**config.mk**
```make
export PLATFORM = sky130hd
export DESIGN_NAME = branch_skip_control
export DESIGN_NICKNAME = d
export VERILOG_FILES = /design/src/hw/branch_skip_pkg.sv /design/src/hw/branch_skip_control.sv
export SDC_FILE = /design/constraint.sdc
export NUM_CORES = 1
export LEC_CHECK = 0
export BUFFER_PORTS_ARGS = -buffer_cell sky130_fd_sc_hd__buf_2
export CAP_MARGIN = 30
export CORE_MARGIN = 5
export CORE_UTILIZATION = 57
export CTS_BUF_LIST = sky130_fd_sc_hd__clkbuf_8
export CTS_CLUSTER_DIAMETER = 150
export DETAILED_ROUTE_END_ITERATION = 8
export PLACE_DENSITY = 0.88
export SLEW_MARGIN = 20
export SYNTH_ARGS = -nofsm -noshare
export SYNTH_HDL_FRONTEND = slang
export SYNTH_SLANG_ARGS = --single-unit
```
**constraint.sdc**
```tcl
create_clock -name clk_in -period 0.8 [get_ports clk_in]
set_input_delay 0.08 -clock clk_in [delete_from_list [all_inputs] [get_ports clk_in]]
set_output_delay 0.08 -clock clk_in [all_outputs]
set_load 0.1 [all_outputs]
```
**src/hw/branch_skip_pkg.sv**
```systemverilog
/*
  Package for the branch and skip decision block: opcodes, flag
  positions, carrier structs and cycle counts.
  Assumes a 22-bit word program counter and an 8-bit status byte.
*/
package branch_skip_pkg;
  localparam int PC_W = 22;
  localparam int K_W  = 7;

  // status byte bit positions
  localparam int FLAG_C = 0;
  localparam int FLAG_Z = 1;
  localparam int FLAG_N = 2;
  localparam int FLAG_V = 3;
  localparam int FLAG_S = 4;
  localparam int FLAG_H = 5;
  localparam int FLAG_T = 6;
  localparam int FLAG_I = 7;

  // cycle counts
  localparam logic [2:0] CYC_BR_NOT   = 3'h1;
  localparam logic [2:0] CYC_BR_TAKEN = 3'h2;
  localparam logic [2:0] CYC_REG_SKIP = 3'h1;
  localparam logic [2:0] CYC_IO_SKIP  = 3'h2;
  localparam logic [2:0] CYC_SKIP_ONE = 3'h1;
  localparam logic [2:0] CYC_SKIP_TWO = 3'h2;
  localparam logic [2:0] CYC_RESET    = 3'h0;

  localparam logic [PC_W-1:0] PC_STEP1 = 22'h000001;
  localparam logic [PC_W-1:0] PC_STEP2 = 22'h000002;
  localparam logic [PC_W-1:0] PC_STEP3 = 22'h000003;
  localparam logic [PC_W-1:0] PC_RESET = 22'h000000;

  typedef enum logic [4:0] {
    skip_reg_bit_clear, skip_reg_bit_set,
    skip_io_bit_clear, skip_io_bit_set,
    branch_flag_set, branch_flag_clear,
    branch_if_equal, branch_if_not_equal,
    branch_carry_set, branch_carry_clear,
    branch_same_or_higher, branch_unsigned_lower,
    branch_if_minus, branch_if_plus,
    branch_signed_ge, branch_signed_lt,
    branch_half_carry_set, branch_half_carry_clear,
    branch_transfer_bit_set, branch_transfer_bit_clear,
    branch_overflow_set, branch_overflow_clear,
    branch_irq_enabled, branch_irq_disabled
  } op_t;

  typedef struct packed {
    op_t             op;
    logic [2:0]      sel;      // s for flag branches, b for skips
    logic [K_W-1:0]  k;
    logic [7:0]      operand;  // register or i/o byte under test
    logic            next_two_word;
  } request_t;

  typedef struct packed {
    logic [PC_W-1:0] pc;
    logic            taken;
    logic [2:0]      cycles;
  } result_t;
endpackage

```
**src/hw/branch_skip_control.sv**
```systemverilog
/*
  Branch and skip decision block: takes one instruction per valid strobe,
  evaluates its condition and answers with the new program counter,
  taken flag and cycle count one clock later.
  Assumes requests come from core logic on clk_in; status flags are only
  read here, never written.
*/
// Behaviour
// [RULE1] reg bit clear skip: skip next instruction on bit b 0, 1/2/3 cycles.
// [RULE2] reg bit set skip: skip next instruction on bit b 1, 1/2/3 cycles.
// [RULE3] i/o bit clear skip: skip next instruction on bit b 0, 2/3/4 cycles.
// [RULE4] i/o bit set skip: skip next instruction on bit b 1, 2/3/4 cycles.
// [RULE5] flag set branch goes to pc+k+1 when status bit s is 1, 1 or 2 cycles.
// [RULE6] flag clear branch goes to pc+k+1 when status bit s is 0, 1 or 2 cyc.
// [RULE7] equal branches on z 1, not-equal on z 0, 1 or 2 cycles.
// [RULE8] carry set/lower branch on c 1, carry clear/same-or-higher on c 0.
// [RULE9] minus branches on n 1 and plus on n 0, 1 or 2 cycles.
// [RULE10] signed ge branches when n xor v is 0, signed lt when it is 1.
// [RULE11] half-carry set and clear branches test h for 1 and 0.
// [RULE12] transfer-bit set and clear branches test t for 1 and 0.
// [RULE13] overflow set and clear branches test v, target pc+k+1.
// [RULE14] irq enabled and disabled branches test the global enable bit.
// [RULE15] a taken skip steps pc by 2 past one word, by 3 past two words.
// [RULE16] k is sign-extended two's complement before it is added to pc+1.
`timescale 1ns/1ps
`default_nettype none
module branch_skip_control
  import branch_skip_pkg::*;
(
  input  wire logic            clk_in,
  input  wire logic            rstn_in,
  input  wire logic            valid_in,
  input  wire request_t        req_in,
  input  wire logic [PC_W-1:0] pc_in,
  input  wire logic [7:0]      flags_in,
  output var  result_t         result_out,
  output var  logic            done_out
);
  // instruction class, shared by the pc and cycle paths
  typedef enum logic [1:0] {
    class_reg_skip,
    class_io_skip,
    class_branch,
    class_undefined
  } op_class_t;

  op_class_t       op_class;
  logic            bit_sel;
  logic            flag_sel;
  logic            flag_carry;
  logic            flag_zero;
  logic            flag_neg;
  logic            flag_ovf;
  logic            flag_half;
  logic            flag_xfer;
  logic            flag_irq;
  logic            sign_lt;
  logic            cond;
  logic [PC_W-1:0] k_ext;
  logic [PC_W-1:0] pc_inc;
  logic [PC_W-1:0] pc_skip;
  logic [PC_W-1:0] pc_branch;
  logic [2:0]      skip_base;
  logic [2:0]      skip_extra;
  logic [PC_W-1:0] next_pc;
  logic            next_taken;
  logic [2:0]      next_cycles;
  logic [PC_W-1:0] result_pc;
  logic            result_taken;
  logic [2:0]      result_cycles;

  // operand bit under test for the four skips
  assign bit_sel  = req_in.operand[req_in.sel];
  // status bit picked by s for the generic flag branches
  assign flag_sel = flags_in[req_in.sel];

  assign flag_carry = flags_in[FLAG_C];
  assign flag_zero  = flags_in[FLAG_Z];
  assign flag_neg   = flags_in[FLAG_N];
  assign flag_ovf   = flags_in[FLAG_V];
  assign flag_half  = flags_in[FLAG_H];
  assign flag_xfer  = flags_in[FLAG_T];
  assign flag_irq   = flags_in[FLAG_I];
  // recomputed from n and v, the stored s bit may lag a flag write
  assign sign_lt    = flag_neg ^ flag_ovf; // [RULE10]
  assign k_ext      = PC_W'($signed(req_in.k)); // [RULE16]
  assign pc_inc     = pc_in + PC_STEP1;

  always_comb begin
    unique case (req_in.op)
      skip_reg_bit_clear,
      skip_reg_bit_set: begin
        op_class = class_reg_skip;
      end
      skip_io_bit_clear,
      skip_io_bit_set: begin
        op_class = class_io_skip;
      end
      branch_flag_set,
      branch_flag_clear,
      branch_if_equal,
      branch_if_not_equal,
      branch_carry_set,
      branch_carry_clear,
      branch_same_or_higher,
      branch_unsigned_lower,
      branch_if_minus,
      branch_if_plus,
      branch_signed_ge,
      branch_signed_lt,
      branch_half_carry_set,
      branch_half_carry_clear,
      branch_transfer_bit_set,
      branch_transfer_bit_clear,
      branch_overflow_set,
      branch_overflow_clear,
      branch_irq_enabled,
      branch_irq_disabled: begin
        op_class = class_branch;
      end
      // codes past the last branch are not instructions of this block
      default: begin
        op_class = class_undefined;
      end
    endcase
  end

  always_comb begin
    unique case (req_in.op)
      skip_reg_bit_clear:        cond = ~bit_sel; // [RULE1]
      skip_reg_bit_set:          cond = bit_sel; // [RULE2]
      skip_io_bit_clear:         cond = ~bit_sel; // [RULE3]
      skip_io_bit_set:           cond = bit_sel; // [RULE4]
      branch_flag_set:           cond = flag_sel; // [RULE5]
      branch_flag_clear:         cond = ~flag_sel; // [RULE6]
      branch_if_equal:           cond = flag_zero; // [RULE7]
      branch_if_not_equal:       cond = ~flag_zero; // [RULE7]
      branch_carry_set:          cond = flag_carry; // [RULE8]
      branch_unsigned_lower:     cond = flag_carry; // [RULE8]
      branch_carry_clear:        cond = ~flag_carry; // [RULE8]
      branch_same_or_higher:     cond = ~flag_carry; // [RULE8]
      branch_if_minus:           cond = flag_neg; // [RULE9]
      branch_if_plus:            cond = ~flag_neg; // [RULE9]
      branch_signed_ge:          cond = ~sign_lt; // [RULE10]
      branch_signed_lt:          cond = sign_lt; // [RULE10]
      branch_half_carry_set:     cond = flag_half; // [RULE11]
      branch_half_carry_clear:   cond = ~flag_half; // [RULE11]
      branch_transfer_bit_set:   cond = flag_xfer; // [RULE12]
      branch_transfer_bit_clear: cond = ~flag_xfer; // [RULE12]
      branch_overflow_set:       cond = flag_ovf; // [RULE13]
      branch_overflow_clear:     cond = ~flag_ovf; // [RULE13]
      branch_irq_enabled:        cond = flag_irq; // [RULE14]
      branch_irq_disabled:       cond = ~flag_irq; // [RULE14]
      default:                   cond = 1'b0;
    endcase
  end

  // skip target lies past one or two words of the skipped instruction
  always_comb begin
    if (req_in.next_two_word) begin
      pc_skip = pc_in + PC_STEP3; // [RULE15]
    end else begin
      pc_skip = pc_in + PC_STEP2; // [RULE15]
    end
  end

  assign pc_branch = pc_inc + k_ext; // [RULE16]

  always_comb begin
    if (op_class == class_io_skip) begin
      // i/o skips pay one extra cycle for the i/o read
      skip_base = CYC_IO_SKIP; // [RULE3]
    end else begin
      skip_base = CYC_REG_SKIP; // [RULE1]
    end
  end

  always_comb begin
    if (req_in.next_two_word) begin
      skip_extra = CYC_SKIP_TWO; // [RULE15]
    end else begin
      skip_extra = CYC_SKIP_ONE; // [RULE15]
    end
  end

  always_comb begin
    next_taken = cond;
    unique case (op_class)
      class_reg_skip,
      class_io_skip: begin
        if (cond) begin
          next_pc     = pc_skip;
          next_cycles = skip_base + skip_extra;
        end else begin
          next_pc     = pc_inc;
          next_cycles = skip_base;
        end
      end
      class_branch: begin
        if (cond) begin
          next_pc     = pc_branch; // [RULE5]
          next_cycles = CYC_BR_TAKEN;
        end else begin
          next_pc     = pc_inc;
          next_cycles = CYC_BR_NOT;
        end
      end
      class_undefined: begin
        // unknown codes retire as a plain not-taken branch
        next_pc     = pc_inc;
        next_cycles = CYC_BR_NOT;
      end
    endcase
  end

  // result fields hold until the next accepted request
  always_ff @(posedge clk_in or negedge rstn_in) begin
    if (!rstn_in) begin
      result_pc <= PC_RESET;
    end else if (valid_in) begin
      result_pc <= next_pc;
    end
  end

  // flags are only read here, never written
  always_ff @(posedge clk_in or negedge rstn_in) begin
    if (!rstn_in) begin
      result_taken <= 1'b0;
    end else if (valid_in) begin
      result_taken <= next_taken;
    end
  end

  // cycles are reported only; the core does its own stalling
  always_ff @(posedge clk_in or negedge rstn_in) begin
    if (!rstn_in) begin
      result_cycles <= CYC_RESET;
    end else if (valid_in) begin
      result_cycles <= next_cycles;
    end
  end

  always_ff @(posedge clk_in or negedge rstn_in) begin
    if (!rstn_in) begin
      done_out <= 1'b0;
    end else begin
      done_out <= valid_in;
    end
  end

  // plain wiring from the registers, no logic on the way out
  assign result_out = '{
    pc:     result_pc,
    taken:  result_taken,
    cycles: result_cycles
  };
endmodule
`default_nettype wire

```
==> results of run 1 <==
## cells by family after synthesis
family	Yosys count	synth area share, %
adder cells (fa/ha/maj)	32	10.9
multiplexers	15	5.73
AND/OR/NAND/NOR	177	22.0
XOR/XNOR	54	13.0
flip-flops	27	18.0
AO/OA/AOI/OAI	142	26.0
buffers and inverters	41	4.43
## cells in the mapped netlist, types with 6 or more instances
cell type	instances	share of area (%)
a211oi_1	6	1.2
o221ai_1	10	2.3
nand3_1	24	3.2
o21ai_0	12	1.6
xor2_1	22	5.1
ha_1	31	10
a31oi_1	6	1.0
nand2_1	46	4.6
a21oi_1	31	4.1
xnor2_1	31	7.2
o21ai_1	17	2.3
dfrtp_1	27	18
clkbuf_1	15	1.5
nand4_1	8	1.3
and3_1	6	1.0
a21o_1	7	1.4
buf_2	7	0.93
inv_1	17	1.7
o211ai_1	12	2.4
mux2i_1	8	2.1
nor3_1	16	2.1
nor2_1	50	5.0
## stage by stage
stage | worst slack [ns] | utilization, % | cells | TNS (ns) | instance area [um2]
global placement | -2.10 | 94.6 | 781 | -44.98 | 6040
floorplan | -1.81 | - | 488 | -35.60 | 4110
detailed placement | -2.43 | 94.6 | 781 | -50.36 | 6040
==> results.cfg, run 1 <==
[synth]
synth_flop_cell = dfrtp_1
synth_warnings = 0
synthArstFlopShare_pct = 100
syn_nets = 577
ys_types = 63
synth_edf_count = 0
ys_seq_area_share_pct = 18.0
syn_inst = 488
ys_seq_elements = 27
avgSynthCellArea_um2 = 7.70
syn_area_um2 = 3760

[cts]
postCtsSetupBuffers = 46
cts_made_buffers = 3
ctsResizeCount = 191
cts.sinks = 27
clockBufferDepth = 2
hold_buffers = 1
cts_root_buf = clkbuf_8
htree_levels = 1

[placed_design]
dp_hpwl_mm = 15.8
place_congestion = 0.986
port_buffers = 83

[run_status]
outcome = did not finish
first-error = [ERROR DPL-0038] Utilization greater than 100%, impossible to legalize
stop_stage = 4_1_cts

[die]
die_w_um = 91.2
floorplan.initialDensity_pct = 58.9
ioPinCount = 84
fp.dieH_um = 91.2
placementRows = 29
==> run 2: changes to the inputs <==
Settings changed: CORE_UTILIZATION 57 to 40, CTS_BUF_LIST sky130_fd_sc_hd__clkbuf_8 to not set, CTS_CLUSTER_DIAMETER 150 to not set, PLACE_DENSITY 0.88 to not set, PLACE_DENSITY_LB_ADDON set to 0.15.
==> results.cfg, run 2 <==
[run_status]
outcome = finished with violations
violations = negative setup slack

[placed_design]
place_congestion = 0.917
placed_cell_area_um2 = 6250
dp_hpwl_mm = 12.1
port_buffers = 83
placed_cells_incl_taps = 834
dp_slack_ns = -2.38

[finish]
reg_top3 = result_pc: 22 flops, result_cycles: 3 flops
finalNonFillerCells = 872
layout_commonest_cell = buf_4
final_nets = 851
largest_reg_flops = 22
final_cell_mix = 189 x buf_4, 44 x buf_2, 39 x nor2_1
drive_gt1_share_pct = 59.0
nFillCells = 610
top_register = result_pc
final_area_um2 = 7350
n_antenna_cell = 0
synthToLayoutAreaGrowth_pct = 95.7
fin_util_pct = 80.0

[cts]
path_clk_slew_ns = 0.10
clockBufferDepth = 2
cts.sinks = 27
cts_root_buf = clkbuf_8
cts_tree = built
cts_made_buffers = 3
insertion_delay_ns = 0.28
htree_levels = 1

[power_and_ir_drop]
power_mw = 10.1
power_density_nw_per_um2 = 1370
p_leak_nw = 3.20
peakVddDrop_mv = 0.771

[synth]
synthTopCellsByCount = 50 x nor2_1, 46 x nand2_1, 31 x a21oi_1, 31 x ha_1, 31 x xnor2_1
synthArstFlopShare_pct = 100
avgSynthCellArea_um2 = 7.70
ys_top_cells_by_area = dfrtp_1 18%, ha_1 10%, xnor2_1 7.2%, xor2_1 5.1%, nor2_1 5.0%
syn_area_um2 = 3760
ys_seq_elements = 27
ys_types = 63
synth_warnings = 0
synth_flop_cell = dfrtp_1
netlist.top_cell.by_area = dfrtp_1
synth_most_common_cell = nor2_1
syn_inst = 488
ys_seq_area_share_pct = 18.0
synth_edf_count = 0
synth_top_area_share_pct = 18.0
syn_nets = 577

[route]
num_vias = 4993
post_drt_wl_per_cell_um = 18.8
ant_nets = 0
vias_per_cell = 5.73
drt_iter0_markers = 435
dr.pass1.iters = 5
drcViolationCount = 0
wl_mm = 16.4

[critical_path]
path_cells = buf_8, ha_4, and3_4, nand3_4, xnor2_4, ha_4, a21oi_1, o211ai_1, nand2_1, o211ai_1, buf_4, a311oi_2, xnor2_1, mux2i_1, o211ai_1
worstPathMaxFanout = 6
crit_path_end_kind = register
setup.worst_path.start_class = primary input
crit_path_start = pc_in[1]
crit_slowest_cell = ha_4
slowest_delay_ns = 0.26
timing.critical_path.buf_inv = 2
worstRegToRegCells = 2
crit_type = primary input to register
cp_data_arrival_time_ns = 2.74
timing.rr.start = result_pc[19]
worst_path_dominant_cell_family = compound AO/OA/AOI/OAI gates
cp_num_cells = 15
critical_path_required_ns = 0.96
path_common_cell = o211ai_1

[sta]
finalHoldWorstSlack_ns = 0.207
rsz0062_at_grt = yes
drv_slew = 0
max_freq_mhz = 387
timing.final.crit_share_pct = 323
min_period_ns = 2.58
fin_tns_setup_ns = -42.66
fin_ws_ns = -1.78
slew_headroom_pct = 58.7
setup_viol = 53
hold_viol = 0
finClkSkew_ns = 0
worst_pin_slew_ns = 0.619

[die]
floorplan.initialDensity_pct = 40.9
die_w_um = 107
fp.dieH_um = 107
placementRows = 35
fp.dieArea_um2 = 11400
ioPinCount = 84
core_area_um2 = 9200

[grt]
grt-ovfl-total = 0
grt_max_degree = 28
antenna_found_initial = 0
grt_pass1_wl_mm = 25.1
first_global_vias = 4923
grt_usage_pct = 27.6

[min_path]
hold_path.class = primary input to register
hold_start = valid_in
holdPathStages = 2

[flow_run]
cap_violations = 0
-- run 2: cell counts after synthesis --
Identical to the previous run, type by type.
-- run 2: cell families (layout without fill, tap and decap cells) --
group,count (synthesis),count (layout),synth area share (%)
AND/OR/NAND/NOR,177,178,22.0
flip-flops,27,27,18.0
multiplexers,15,15,5.73
adder cells (fa/ha/maj),32,32,10.9
buffers and inverters,41,313,4.43
XOR/XNOR,54,54,13.0
AO/OA/AOI/OAI,142,142,26.0
-- run 2: power breakdown --
group | leakage, nW | internal, mW | switching (mW)
sequential | 0.295 | 1.64 | 0.255
combinational | 2.88 | 3.25 | 4.12
clock | 0.0255 | 0.351 | 0.477
-- run 2: cell type report --
class / instances / area (um2) / share of cell area, %
Multi-Input combinational cell: 421 / 3820 / 51.9
Timing Repair Buffer: 292 / 2580 / 35.0
Sequential cell: 27 / 707 / 9.61
Clock buffer: 3 / 41.3 / 0.561
Clock inverter: 1 / 5.00 / 0.0681
Tap cell: 111 / 139 / 1.89
Inverter: 17 / 66.3 / 0.902
-- run 2: metal layers --
metal	global-route usage [%]	vias to the layer above	wire, um
li1	-	2352	-
met4	7.49	0	435
met3	1.38	34	822
met1	37.7	2399	7040
met5	0	-	0
met2	47.6	208	8080
-- run 2: final timing paths --
kind,slack [ns],end
worst max-delay path,-1.78,result_pc[21]
worst min-delay path,0.21,done_out
worst max register to register,-0.14,result_pc[19]
worst min register to register,0.54,result_pc[0]
max in group asynchronous,0.37,result_pc[11]
min in group asynchronous,0.26,result_cycles[0]
-- run 2: repair_timing --
item	in CTS	in global routing
hold endpoints to repair	27	0
hold buffers	1	0
endpoints found under the setup margin	53	53
pin swaps	73	41
resized for setup	105	54
gates cloned	1	0
setup buffers	20	14
No activity file was read; power rests on OpenSTA's default activity.
==> run 3: changes to the inputs <==
Clock period 0.8 ns to 2.36 ns, I/O delays scaled along.
==> results.cfg, run 3 (synthesis results as in run 2) <==
[run_status]
outcome = finished with violations
violations = negative setup slack

[sta]
setup_viol = 13
rsz0062_at_grt = yes
fin_ws_ns = -0.492
min_period_ns = 2.85
drv_slew = 0
slew_headroom_pct = 61.6
timing.final.crit_share_pct = 121
worst_pin_slew_ns = 0.576
finClkSkew_ns = 0
hold_viol = 0
max_freq_mhz = 351

[grt]
grt_pass1_wl_mm = 22.9
grt_usage_pct = 24.6
grt-ovfl-total = 0
first_global_vias = 4660
grt_max_degree = 28
antenna_found_initial = 0

[power_and_ir_drop]
p_leak_nw = 2.92
peakVddDrop_mv = 0.376
power_density_nw_per_um2 = 454

[cts]
cts_made_buffers = 3
cts.sinks = 27
cts_root_buf = clkbuf_8
insertion_delay_ns = 0.26
clockBufferDepth = 2
path_clk_slew_ns = 0.09
cts_tree = built
htree_levels = 1

[finish]
multiInputGateArea_um2 = 3630
nFillCells = 753
finalNonFillerCells = 842
layout_commonest_cell = buf_4
final_cell_mix = 164 x buf_4, 79 x buf_2, 42 x nor2_1
final_nets = 821
drive_gt1_share_pct = 50.6
largest_reg_flops = 22
top_register = result_pc
reg_top3 = result_pc: 22 flops, result_cycles: 3 flops
synthToLayoutAreaGrowth_pct = 71.0
seq_area_um2 = 676
final_area_um2 = 6430
n_antenna_cell = 0

[critical_path]
cp_data_arrival_time_ns = 2.99
slowest_delay_ns = 0.36
crit_slowest_cell = a211oi_4
worstPathMaxFanout = 6
crit_type = primary input to register
crit_path_end_kind = register
critical_path_required_ns = 2.50
setup.worst_path.start_class = primary input
path_cells = buf_8, ha_4, and3_4, nand3_4, buf_12, xnor2_4, ha_4, o21ai_2, a211oi_4, nand2_2, o211ai_1, buf_4, a311oi_2, xnor2_1, mux2i_1, o211ai_1

[placed_design]
placed_cell_area_um2 = 5570
placed_cells_incl_taps = 813
dp_slack_ns = -0.874
place_congestion = 0.922
port_buffers = 83
dp_hpwl_mm = 11.7

[route]
ant_nets = 0
drt_iter0_markers = 308
num_vias = 4710
wl_mm = 15.0
post_drt_wl_per_cell_um = 17.8
drcViolationCount = 0
dr.pass1.iters = 5
vias_per_cell = 5.59

[flow_run]
cap_violations = 0

[die]
die_w_um = 107
placementRows = 35
floorplan.initialDensity_pct = 40.9
fp.dieH_um = 107
ioPinCount = 84
core_area_um2 = 9200
fp.dieArea_um2 = 11400

[min_path]
hold_path.class = primary input to register
run 3: cell count changes in the layout (fill, tap and decap cells not counted), moves of 8 or more:
cell	change
buf_6	-8
dfrtp_2	-25
buf_2	+35
dfrtp_1	+25
buf_12	-28
buf_4	-25
run 3: metal layers:
| metal | up-vias | wire, um | GRT usage, % |
|---|---|---|---|
| li1 | 2292 | - | - |
| met3 | 18 | 893 | 1.44 |
| met1 | 2252 | 6510 | 33.6 |
| met4 | 0 | 231 | 5.57 |
| met5 | - | 0 | 0 |
| met2 | 148 | 7360 | 42.8 |
run 3: final timing paths:
kind | from | to | slack (ns) | cells after the start
max | pc_in[1] | result_pc[21] | -0.49 | 16
min reg2reg | result_pc[11] | result_pc[11] | 0.49 | 2
max in group asynchronous | rstn_in | result_taken | 1.47 | 2
max reg2reg | result_pc[9] | result_pc[9] | 1.57 | 2
min in group asynchronous | rstn_in | result_pc[8] | 0.51 | 2
min | valid_in | result_pc[5] | 0.42 | 2
run 3: timing repair:
item                                   CTS  global route
setup buffers                           17             9
endpoints found under the hold margin   27             0
hold buffers                             1             0
setup endpoints to repair               17            18
pin swaps                               49            32
resized for setup                       64            57
run 3: metrics by stage:
stage | setup TNS (ns) | hold WS [ns] | util, % | total power [mW]
after floorplan | -2.77 | -0.0596 | - | 1.81
after global placement | -11.40 | 0.268 | 60.6 | 2.39
after detailed placement | -12.30 | 0.272 | 60.6 | 2.42
after CTS | -3.69 | 0.409 | 66.0 | 2.79
after global routing | -6.22 | 0.421 | 69.9 | 3.06
final | -4.43 | 0.420 | 69.9 | 2.92
run 3: power breakdown:
group | internal, mW | switching (mW) | total, mW
Clock | 0.121 | 0.131 | 0.251
Sequential | 0.540 | 0.0392 | 0.579
Combinational | 0.752 | 1.33 | 2.09
run 3: critical path: cells and delay by family:
kind	cells	cell delay [ns]
adder cells (fa/ha/maj)	2	0.44
AND/OR/NAND/NOR	3	0.45
multiplexers	1	0.23
XOR/XNOR	2	0.37
buffers and inverters	3	0.41
AO/OA/AOI/OAI	5	0.84
run 3: area by class of cell:
| type | instances | area share, % |
|---|---|---|
| multi-input combinational | 420 | 56.4 |
| inverter | 17 | 0.993 |
| tap | 111 | 2.16 |
| sequential | 27 | 10.5 |
| clock buffer | 4 | 0.701 |
| timing repair buffer | 263 | 29.2 |
